### src/hdl/rcs_params.svh
/*
  Constants for the reset-cause status block: bit positions, reset values,
  register offsets of the local port.
  Assumes inclusion by the status module and the testbench, not by rcs_pkg.sv.
*/
`ifndef RCS_PARAMS_SVH
`define RCS_PARAMS_SVH

// ****************************************
// Register offsets on the local port
// ****************************************
`define RCS_OFS_STATUS    8'h00
`define RCS_OFS_ADDR_HIGH 8'h01
`define RCS_OFS_ADDR_LOW  8'h02
`define RCS_OFS_CONFIG    8'h03

// ****************************************
// Status byte bit positions
// ****************************************
`define RCS_BIT_POWER_ON   7
`define RCS_BIT_PIN        6
`define RCS_BIT_WATCHDOG   5
`define RCS_BIT_ILL_OPCODE 4
`define RCS_BIT_ILL_ADDR   3
`define RCS_BIT_CLK_SRC    2
`define RCS_BIT_LOW_VOLT   1
`define RCS_BIT_FLASH      0

// ****************************************
// Config byte bit positions and values
// ****************************************
`define RCS_CFG_STOP_EN    0
`define RCS_CFG_WDOG_LO    2
`define RCS_CFG_WDOG_HI    3
`define RCS_CFG_RESET      8'h00
`define RCS_WDOG_BLOCKED   2'h0

// ****************************************
// Reset values
// ****************************************
`define RCS_STATUS_POR     8'h82
`define RCS_STATUS_ZERO    8'h00
`define RCS_ADDR_ZERO      16'h0000
`define RCS_RD_ZERO        8'h00

`endif

### src/hdl/rcs_pkg.sv
/*
  Types for the reset-cause status block.
  Assumes nothing beyond the constants header.
*/
package rcs_pkg;

  // Sequencer states, one-hot
  typedef enum logic [2:0]
  {
    RCS_RUN    = 3'b001,
    RCS_HOLD   = 3'b010,
    RCS_REPORT = 3'b100
  } rcs_state_type;

endpackage

### src/hdl/rcs_reset_cause_status.sv
/*
  Reset-cause status block: watches the reset requests of the chip, issues
  a system reset, and records in a read-only byte what caused it. Also
  holds the illegal-address capture and a small config byte.
  Assumes rst is the power-on reset of this block's own domain, and that
  requests from pins or other domains are asynchronous levels.
//
// How it works
// [RL1] Power-on flag is 1 after power-on reset, 0 after any other reset.
// [RL2] Pin flag set when external active-low reset pin caused the reset.
// [RL3] Watchdog flag set on watchdog timeout; blocked while timeout select is 00.
// [RL4] Illegal opcode flag set when an illegal instruction caused the reset.
// [RL5] Stop instruction is illegal while stop enable is 0.
// [RL6] Background instruction is illegal while background mode enable is 0.
// [RL7] Illegal address flag set and offending address captured high and low.
// [RL8] Clock-source flag set when the internal clock source requested reset.
// [RL9] Low-voltage flag 1 on power-on and low-voltage resets, 0 otherwise.
// [RL10] Low-voltage flag read as 1 means low-voltage trip or power-on.
// [RL11] Flash fault flag set on illegal flash access reset.
// [RL12] All flags readable as read-only status of the most recent reset.
// [RL13] Debug forced reset leaves every flag cleared.
// [RL14] Pin, watchdog and opcode flags reflect every source active at reset.
// [RL15] Software writes never change the flags; only the next reset does.
*/
// Added by the designer: the register offsets and strobed register access.
`timescale 1ns/10ps
`include "rcs_params.svh"
module rcs_reset_cause_status
#(
  parameter int ADDR_WIDTH = 16,
  parameter int HOLD_CYCLES = 16
)
(
  input  wire logic                  ref_clk,
  input  wire logic                  rst,
  input  wire logic                  reset_pin_n,
  input  wire logic                  watchdog_timeout,
  input  wire logic                  low_voltage_reset,
  input  wire logic                  clock_source_reset,
  input  wire logic                  flash_access_fault,
  input  wire logic                  debug_forced_reset,
  input  wire logic                  exec_strobe,
  input  wire logic                  exec_illegal,
  input  wire logic                  exec_stop,
  input  wire logic                  exec_background,
  input  wire logic                  background_mode_enable,
  input  wire logic                  illegal_access,
  input  wire logic [ADDR_WIDTH-1:0] illegal_access_addr,
  input  wire logic [7:0]            reg_addr,
  input  wire logic [7:0]            reg_wdata,
  input  wire logic                  reg_wr,
  input  wire logic                  reg_rd,
  output logic      [7:0]            reg_rdata,
  output logic                       system_reset,
  output logic                       stop_enable,
  output logic      [1:0]            watchdog_timeout_select
);

  // ****************************************
  // Request synchronisation
  // ****************************************
  // Pins and foreign-domain requests pass two flops before use
  // Each request must stay up for two clocks at least or it may be missed
  logic [5:0] async_req;
  logic [5:0] sync_req;

  assign async_req = {~reset_pin_n, watchdog_timeout, low_voltage_reset,
                      clock_source_reset, flash_access_fault, debug_forced_reset};

  rcs_sync
  #(
    .WIDTH (6)
  )
  u_sync
  (
    .ref_clk  (ref_clk),
    .rst      (rst),
    .async_in (async_req),
    .sync_out (sync_req)
  );

  logic pin_req;
  logic wdog_req;
  logic lowv_req;
  logic clk_req;
  logic flash_req;
  logic dbg_req;

  assign pin_req   = sync_req[5];
  assign wdog_req  = sync_req[4];
  assign lowv_req  = sync_req[3];
  assign clk_req   = sync_req[2];
  assign flash_req = sync_req[1];
  assign dbg_req   = sync_req[0];

  // ****************************************
  // Config byte
  // ****************************************
  // Only rst clears the config; a system reset keeps the software settings
  logic [7:0] config_r;

  always_ff @(posedge ref_clk)
  begin
    if (rst)
      config_r <= `RCS_CFG_RESET;
    else if (reg_wr && reg_addr == `RCS_OFS_CONFIG)
      config_r <= reg_wdata;
  end

  assign stop_enable             = config_r[`RCS_CFG_STOP_EN];
  assign watchdog_timeout_select = config_r[`RCS_CFG_WDOG_HI:`RCS_CFG_WDOG_LO];

  // ****************************************
  // Request decode
  // ****************************************
  logic wdog_hit;
  logic opcode_hit;
  logic any_req;

  // A blocked watchdog neither resets the chip nor leaves a flag
  assign wdog_hit = wdog_req && (watchdog_timeout_select != `RCS_WDOG_BLOCKED);  // [RL3]

  // Core signals are on this clock, so they need no synchroniser
  assign opcode_hit = exec_strobe &&
                      (exec_illegal ||
                       (exec_stop && !stop_enable) ||                      // [RL5]
                       (exec_background && !background_mode_enable));      // [RL6]

  assign any_req = pin_req || wdog_hit || lowv_req || clk_req || flash_req ||
                   dbg_req || opcode_hit || illegal_access;

  // ****************************************
  // Reset sequencer
  // ****************************************
  rcs_pkg::rcs_state_type state_r;
  rcs_pkg::rcs_state_type state_nxt;
  logic [$clog2(HOLD_CYCLES+1)-1:0] hold_cnt_r;
  logic [7:0]                        cause_acc_r;
  logic                              dbg_seen_r;

  always_comb
  begin
    state_nxt = state_r;
    case (state_r)
      rcs_pkg::RCS_RUN:
        if (any_req)
          state_nxt = rcs_pkg::RCS_HOLD;
      rcs_pkg::RCS_HOLD:
        // A pin or low-voltage request still up keeps the chip in reset
        if (hold_cnt_r == '0 && !pin_req && !lowv_req)
          state_nxt = rcs_pkg::RCS_REPORT;
      rcs_pkg::RCS_REPORT:
        state_nxt = rcs_pkg::RCS_RUN;
      default:
        state_nxt = rcs_pkg::RCS_RUN;
    endcase
  end

  always_ff @(posedge ref_clk)
  begin
    if (rst)
      state_r <= rcs_pkg::RCS_HOLD;
    else
      state_r <= state_nxt;
  end

  // Reloaded on every run cycle, so each reset entered from run holds the full count; the power-on reset starts at zero
  always_ff @(posedge ref_clk)
  begin
    if (rst)
      hold_cnt_r <= '0;
    else if (state_r == rcs_pkg::RCS_RUN)
      hold_cnt_r <= ($clog2(HOLD_CYCLES+1))'(HOLD_CYCLES);
    else if (hold_cnt_r != '0)
      hold_cnt_r <= hold_cnt_r - 1'b1;
  end

  assign system_reset = (state_r != rcs_pkg::RCS_RUN);

  // Gather every source seen while the reset is pending, illegal opcodes and
  // illegal accesses only from run; a sticky accumulator keeps short pulses that end during the hold
  function automatic logic [7:0] cause_bits
  (
    input logic pin,
    input logic wdog,
    input logic opc,
    input logic ila,
    input logic clk,
    input logic lowv,
    input logic flash
  );
    logic [7:0] b;
    b = `RCS_STATUS_ZERO;
    b[`RCS_BIT_PIN]        = pin;        // [RL2] [RL14]
    b[`RCS_BIT_WATCHDOG]   = wdog;       // [RL3] [RL14]
    b[`RCS_BIT_ILL_OPCODE] = opc;        // [RL4] [RL14]
    b[`RCS_BIT_ILL_ADDR]   = ila;        // [RL7]
    b[`RCS_BIT_CLK_SRC]    = clk;        // [RL8]
    b[`RCS_BIT_LOW_VOLT]   = lowv;       // [RL9] [RL10]
    b[`RCS_BIT_FLASH]      = flash;      // [RL11]
    return b;
  endfunction

  logic [7:0] cause_now;

  assign cause_now = cause_bits(pin_req, wdog_hit, opcode_hit && state_r == rcs_pkg::RCS_RUN,
                                illegal_access && state_r == rcs_pkg::RCS_RUN,
                                clk_req, lowv_req, flash_req);

  always_ff @(posedge ref_clk)
  begin
    if (rst)
      cause_acc_r <= `RCS_STATUS_ZERO;
    else if (state_r == rcs_pkg::RCS_REPORT)
      cause_acc_r <= `RCS_STATUS_ZERO;
    else if (state_r == rcs_pkg::RCS_HOLD || any_req)
      cause_acc_r <= cause_acc_r | cause_now;
  end

  always_ff @(posedge ref_clk)
  begin
    if (rst)
      dbg_seen_r <= 1'b0;
    else if (state_r == rcs_pkg::RCS_REPORT)
      dbg_seen_r <= 1'b0;
    else if (dbg_req && (state_r == rcs_pkg::RCS_HOLD || any_req))
      dbg_seen_r <= 1'b1;
  end

  // ****************************************
  // Power-on marker
  // ****************************************
  // The power-on sequence also ends through REPORT; without this marker
  // the empty accumulator would wipe the power-on flags there
  logic por_pending_r;

  always_ff @(posedge ref_clk)
  begin
    if (rst)
      por_pending_r <= 1'b1;
    else if (state_r == rcs_pkg::RCS_REPORT)
      por_pending_r <= 1'b0;
  end

  // ****************************************
  // Status byte and illegal-address capture
  // ****************************************
  logic [7:0]            status_r;
  logic [ADDR_WIDTH-1:0] ill_addr_r;

  // Software writes never reach this register
  always_ff @(posedge ref_clk)
  begin
    if (rst)
      status_r <= `RCS_STATUS_POR;                                     // [RL1] [RL9]
    else if (state_r == rcs_pkg::RCS_REPORT)
    begin
      // Debug forced reset wins over every other cause of the same sequence
      if (dbg_seen_r)
        status_r <= `RCS_STATUS_ZERO;                                  // [RL13]
      else if (por_pending_r)
        status_r <= cause_acc_r | `RCS_STATUS_POR;                     // [RL1] [RL9] [RL10]
      else
        status_r <= cause_acc_r;                                       // [RL1] [RL12] [RL15]
    end
  end

  // Only the access that starts a reset is kept; later ones are ignored
  always_ff @(posedge ref_clk)
  begin
    if (rst)
      ill_addr_r <= '0;
    else if (illegal_access && state_r == rcs_pkg::RCS_RUN)
      ill_addr_r <= illegal_access_addr;                               // [RL7]
  end

  // ****************************************
  // Register read port
  // ****************************************
  // Narrower capture widths are zero-extended into the two bytes
  // Idle reads return zero so several ports can be ORed onto one bus
  logic [15:0] addr_wide;

  assign addr_wide = 16'(ill_addr_r);

  always_ff @(posedge ref_clk)
  begin
    if (rst)
      reg_rdata <= `RCS_RD_ZERO;
    else if (reg_rd)
    begin
      case (reg_addr)
        `RCS_OFS_STATUS:    reg_rdata <= status_r;                     // [RL12]
        `RCS_OFS_ADDR_HIGH: reg_rdata <= addr_wide[15:8];
        `RCS_OFS_ADDR_LOW:  reg_rdata <= addr_wide[7:0];
        `RCS_OFS_CONFIG:    reg_rdata <= config_r;
        default:            reg_rdata <= `RCS_RD_ZERO;
      endcase
    end
    else
      reg_rdata <= `RCS_RD_ZERO;
  end

endmodule

### src/hdl/rcs_sync.sv
/*
  Two-flop synchroniser for a vector of asynchronous levels.
  Assumes the inputs are slow levels; multi-bit skew is tolerated since
  each bit is an independent request.
*/
`timescale 1ns/10ps
module rcs_sync
#(
  parameter int WIDTH = 8
)
(
  input  wire logic             ref_clk,
  input  wire logic             rst,
  input  wire logic [WIDTH-1:0] async_in,
  output logic      [WIDTH-1:0] sync_out
);

  logic [WIDTH-1:0] meta_r;

  always_ff @(posedge ref_clk)
  begin
    if (rst)
    begin
      meta_r   <= '0;
      sync_out <= '0;
    end
    else
    begin
      meta_r   <= async_in;
      sync_out <= meta_r;
    end
  end

endmodule

### config.mk
export PLATFORM = sky130hd
export DESIGN_NAME = rcs_reset_cause_status
export DESIGN_NICKNAME = d
export VERILOG_FILES = /design/src/hdl/rcs_pkg.sv /design/src/hdl/rcs_reset_cause_status.sv /design/src/hdl/rcs_sync.sv
export VERILOG_INCLUDE_DIRS = /design/src /design/src/hdl
export SDC_FILE = /design/constraint.sdc
export NUM_CORES = 1
export LEC_CHECK = 0
export ABC_AREA = 1
export BUFFER_PORTS_ARGS = -buffer_cell sky130_fd_sc_hd__clkbuf_2
export CAP_MARGIN = 15
export CORE_ASPECT_RATIO = 0.75
export CORE_UTILIZATION = 50
export CTS_BUF_LIST = sky130_fd_sc_hd__clkbuf_4 sky130_fd_sc_hd__clkbuf_8
export DETAILED_ROUTE_END_ITERATION = 7
export PLACE_DENSITY = 0.86
export SLEW_MARGIN = 25
export SYNTH_ARGS = -nofsm -noshare
export SYNTH_HDL_FRONTEND = slang
export SYNTH_SLANG_ARGS = --single-unit
### constraint.sdc
create_clock -name ref_clk -period 2.5 [get_ports ref_clk]
set_clock_uncertainty 0.05 [all_clocks]
set_input_delay 0.5 -clock ref_clk [delete_from_list [all_inputs] [get_ports ref_clk]]
set_output_delay 0.5 -clock ref_clk [all_outputs]
set_load 0.02 [all_outputs]
# Word-level counts from Yosys, hierarchy flattened
# Cells that the tools add are included.
# totals
ff_bits,70
input_bits,48
out_inout_bits,12
# classes
add_sub_neg,1
n_eq_ne,9
muxes,8
bitwise_logic,3
reduce_logical,33
# ops
op,n
$pmux 8 s4,1
$eq 8x2->1 const B,2
$mux 8,2
$logic_and 1x1->1,10
$logic_or 1x1->1,10
$mux 5,2
$eq 8x1->1 const B,1
$logic_not 8->1,1
$or 8x7->8,1
$mux 3,2
$pmux 3 s2,1
$reduce_or 2->1,3
$logic_not 5->1,1
$reduce_bool 5->1,1
$sub 5x1->5 const B,1
$logic_not 1->1,4
$ne 2x2->1 const B,2
$reduce_bool 2->1,2
$eq 3x1->1 const B,1
$eq 3x2->1 const B,1
$eq 3x3->1 const B,1
$ne 3x1->1 const B,1
$not 1->1,2
$reduce_and 2->1,1

# Logic depth before layout (Yosys ltp)
# logic_depth
ltp_word,11
mapped_depth,8

# Modules after synthesis
# From an unflattened synthesis, not the netlist that was laid out.
# hier_totals
cells_unflattened,374
area_unflattened_um2,2762.6
# by_module_without_submodules
mod,instances,cells_per_inst,area_per_inst_um2
rcs_reset_cause_status,1,337,2421.1
rcs_sync,1,37,341.6

# Worst setup path before layout
# OpenSTA, ideal clock, no wires.
# synth_timing
path_type,input-to-reg
startpoint,input reg_addr[2]
endpoint,register config_r[0]
setup_ns,0.119
t_arrival_ns,1.218
required_ns,2.331
path_slack_ns,1.113
cell_stages,7
path_cell_list,inv_1 -> nand2_2 -> nor2_4 -> nand3_1 -> buf_2 -> o21ai_0 -> a21oi_1
# synth_between
elab_chain_len,2
# synth_rtl
item,line_no,text
"start, declared",rcs_reset_cause_status.sv:49,"input wire logic [7:0] reg_addr,"
$eq 8x2->1,--,
$logic_and 1x1->1 (no source line),--,
"end signal, assigned",rcs_reset_cause_status.sv:105,config_r <= `RCS_CFG_RESET;
"end signal, assigned",rcs_reset_cause_status.sv:107,config_r <= reg_wdata;
"end, declared",rcs_reset_cause_status.sv:100,logic [7:0] config_r;
# No other way between the ends.
# A chain may end at the register's enable or synchronous reset.

# Final worst setup path
# layout_timing
startpoint,register state_r[0]
endpoint,output system_reset
# layout_between
elab_chain_len,1
# layout_rtl
item,line_no,text
"start, declared",rcs_reset_cause_status.sv:135,rcs_pkg::rcs_state_type state_r;
"start signal, assigned",rcs_reset_cause_status.sv:162,state_r <= rcs_pkg::RCS_HOLD;
"start signal, assigned",rcs_reset_cause_status.sv:164,state_r <= state_nxt;
$ne 3x1->1,rcs_reset_cause_status.sv:178,assign system_reset = (state_r != rcs_pkg::RCS_RUN);
"end, declared",rcs_reset_cause_status.sv:54,"output logic system_reset,"
# No other way between the ends.

==> summary.txt <==
Run status
  – Status: complete, no violations

Layout
  – Fin nets: 476
  – Most common cell after layout, fill and taps aside: nor2_1
  – Fillers: 471
  – Layout cell share with drive strength beyond 1: 0.200
  – Diode count: 0
  – Layout area overhead: 19.1%
  – Final core occ: 0.641
  – Fin cells: 503
  – Final instance area: 3260 um^2
  – Most frequent cells in the layout: 97 x nor2_1, 69 x dfxtp_1, 59 x clkbuf_2

Pwr
  – Sequential power share: 0.473
  – Clk pwr share: 0.341
  – Leak: 1.54 nW
  – Pint: 1.98 mW
  – Maximum vdd ir drop: 365 uV
  – Switching power: 0.800 mW
  – Switching portion of total power: 0.287
  – Combinational power share: 0.186
  – Power per cell area: 853 nW/um^2

Place
  – Routability cong.: 0.896
  – Hpwl dp: 4490 um
  – Port Buffers: 59
  – Inst Count DP: 487
  – Dpl cell area: 3050 um^2

Routing
  – Vias post-DR: 2446
  – Top sig layer: met4
  – Met2 WL post-DR: 2560 um
  – WL/cell: 11.8 um
  – Drc violations: 0
  – Post-DRT Antenna Nets: 0
  – Routed WL: 5930 um
  – Met1 WL: 2750 um
  – Pre-Repair DR Iteration Count: 5
  – Met3 WL: 516 um
  – Routed vias/inst: 4.86
  – DR iter-0 viols: 157

Clock tree
  – Clock Tree Buf Depth: 2
  – CTS tree: yes
  – H-tree Lvls: 3
  – Clk sinks: 69
  – Clk_lat worst skew: 340 ps
  – Post-CTS setup buffer count: 0
  – Hold buffers post-CTS: 0
  – Worst-path clk slew: 70 ps
  – CTS-repair resized insts: 0
  – Clock root cell: clkbuf_8
  – Total CTS buffers: 9

Synthesis
  – Post-synthesis sequential area ratio: 0.504
  – Flops & latches, synth: 69
  – Mapped Cells: 368
  – Post-Syn Area per Cell: 7.45 um^2
  – Synth Cell Area: 2740 um^2
  – Net count after synthesis: 418
  – Unique cell type count in the Yosys netlist: 30
  – Leading area contributor after synthesis: dfxtp_1
  – Synth area leaders: dfxtp_1 50%, nor2_1 13%, nand3_1 8.0%
  – Post-synth top area share: 0.504
  – Synth warnings: 0

Setup path
  – Worst reg2reg path depth: 4
  – Setup crit start kind: register
  – Worst Path Buf+Inv: 3
  – Most frequent cell on the critical path: inv_1
  – Worst r2r dst: status_r[4]$_SDFFE_PP0P_
  – CP Class: register to output port
  – Critical path endpoint category: output port
  – CP top delay family: buffers and inverters
  – Worst Path Arrival: 1380 ps
  – WP data required: 1950 ps
  – CP Max Fanout: 6
  – Flop2flop setup slack: 950 ps
  – Worst R2R Start: state_r[2]$_SDFFE_PP0P_
  – Worst-path cell chain: inv_1 > nor3_4 > inv_1 > clkbuf_2
  – Critical path's largest stage delay: 330 ps
  – CP max-delay cell: dfxtp_1

Timing
  – Final Hold Fails: 0
  – RSZ-0062 raised after global routing: false
  – Slew HR: 0.615
  – Final Critical Period: 1930 ps
  – Fmax: 518 MHz
  – Final Cycle Share: 0.772
  – Endpoints failing setup: 0
  – Worst Max-Slew Pin Slew: 575 ps
  – Slew Limit Fails: 0
  – Fin Setup TNS: 0 ps

GRT
  – Largest net degree at the start of global routing: 26
  – First-pass GRT wire length: 9840 um
  – Tot GR Track Use: 0.231
  – Overflow after GRT: 0
  – Initial antenna violation count: 0
  – Vias in the first global route: 2285

Min path
  – Hold EP: u_sync.meta_r[5]$_SDFF_PP0_
  – Worst hold start: reset_pin_n
  – HP Class: primary input to register
  – Hold path cells: 2

Floorplanning
  – Die width: 87.5 um
  – Num rows: 22
  – Die Ht: 66.1 um
  – Core area: 5090 um^2
  – Initial Util: 0.538
  – Num ports: 60
  – Die area: 5780 um^2

Job
  – Max-cap violations: 0
worst reg2reg max path: cells and delay by family (launching register included):
kind	cells	cell delay, ps
simple gates	2	750
compound gates	1	180
buf+inv	1	80
flops	1	420
logic make-up (layout without fill, tap and decap cells):
group           after synthesis  count (layout)  share of synthesized area
flops                        69              69                      0.504
fa+ha+maj                     2               2                    0.00913
xor+xnor                      2               2                    0.00639
compound gates               38              38                     0.0731
buf+inv                      51             114                     0.0863
simple gates                206             206                      0.321
through the flow:
step | hold WS, ps | worst slack (ps) | power, mW
after floorplan | 338 | 1110 | 1.72
after global placement | 342 | 710 | 1.82
after detailed placement | 346 | 631 | 1.86
after CTS | 236 | 561 | 2.80
after global routing | 244 | 501 | 2.94
final | 250 | 570 | 2.78
worst max-delay path by stage:
stage / cells past startpoint / endpoint / slack (ps) / start
5_1_grt: 4 / system_reset / 500 / state_r[0]$_SDFFE_PP0P_
3_5_place_dp: 8 / config_r[0]$_SDFFE_PP0P_ / 630 / reg_addr[5]
4_1_cts: 4 / system_reset / 560 / state_r[0]$_SDFFE_PP0P_
3_3_place_gp: 5 / addr_wide[3]$_SDFFE_PP0P_ / 710 / rst
6_report: 4 / system_reset / 570 / state_r[0]$_SDFFE_PP0P_
2_1_floorplan: 7 / config_r[0]$_SDFFE_PP0P_ / 1110 / reg_addr[2]
area by class of cell:
type	instances	area (um^2)	area share
flip-flops and latches	69	1380	0.423
multi-input cells	248	1120	0.344
well taps	72	90.1	0.0276
clock inverters	3	42.5	0.0130
clock buffers	13	173	0.0529
repair buffers	61	310	0.0951
inverters	37	144	0.0441
power groups by stage:
stage,registers [mW],logic (mW),clock network (mW)
after floorplan,1.31,0.411,0
final,1.32,0.517,0.948
after global routing,1.33,0.598,1.01
after CTS,1.31,0.520,0.964
after detailed placement,1.34,0.517,0
after global placement,1.33,0.488,0
flip-flops by register name (all words and copies together) (netlist names):
| register | cells |
|---|---|
| config_r | 8 |
| hold_cnt_r | 5 |
| u_sync.sync_out | 6 |
| reg_rdata | 8 |
| u_sync.meta_r | 6 |
| status_r | 8 |
| state_r | 3 |
| addr_wide | 16 |
| cause_acc_r | 7 |
| por_pending_r | 1 |
| dbg_seen_r | 1 |
synth_stat cells (all sizes together):
library cell	instances
a211oi	1
a21oi	7
buf	10
clkbuf	4
dfxtp	69
ha	2
inv	37
nand2	53
nand3	44
nand4	1
nor2	101
nor3	5
nor3b	1
o211ai	1
o21a	1
o21ai	27
o31ai	1
or2	1
xnor2	2
metal layers:
metal,track usage,vias up
met5,0,-
met1,0.289,1066
met4,0.0840,0
met3,0.0836,9
li1,-,1276
met2,0.365,95
Power figures use the tool's default switching activity.
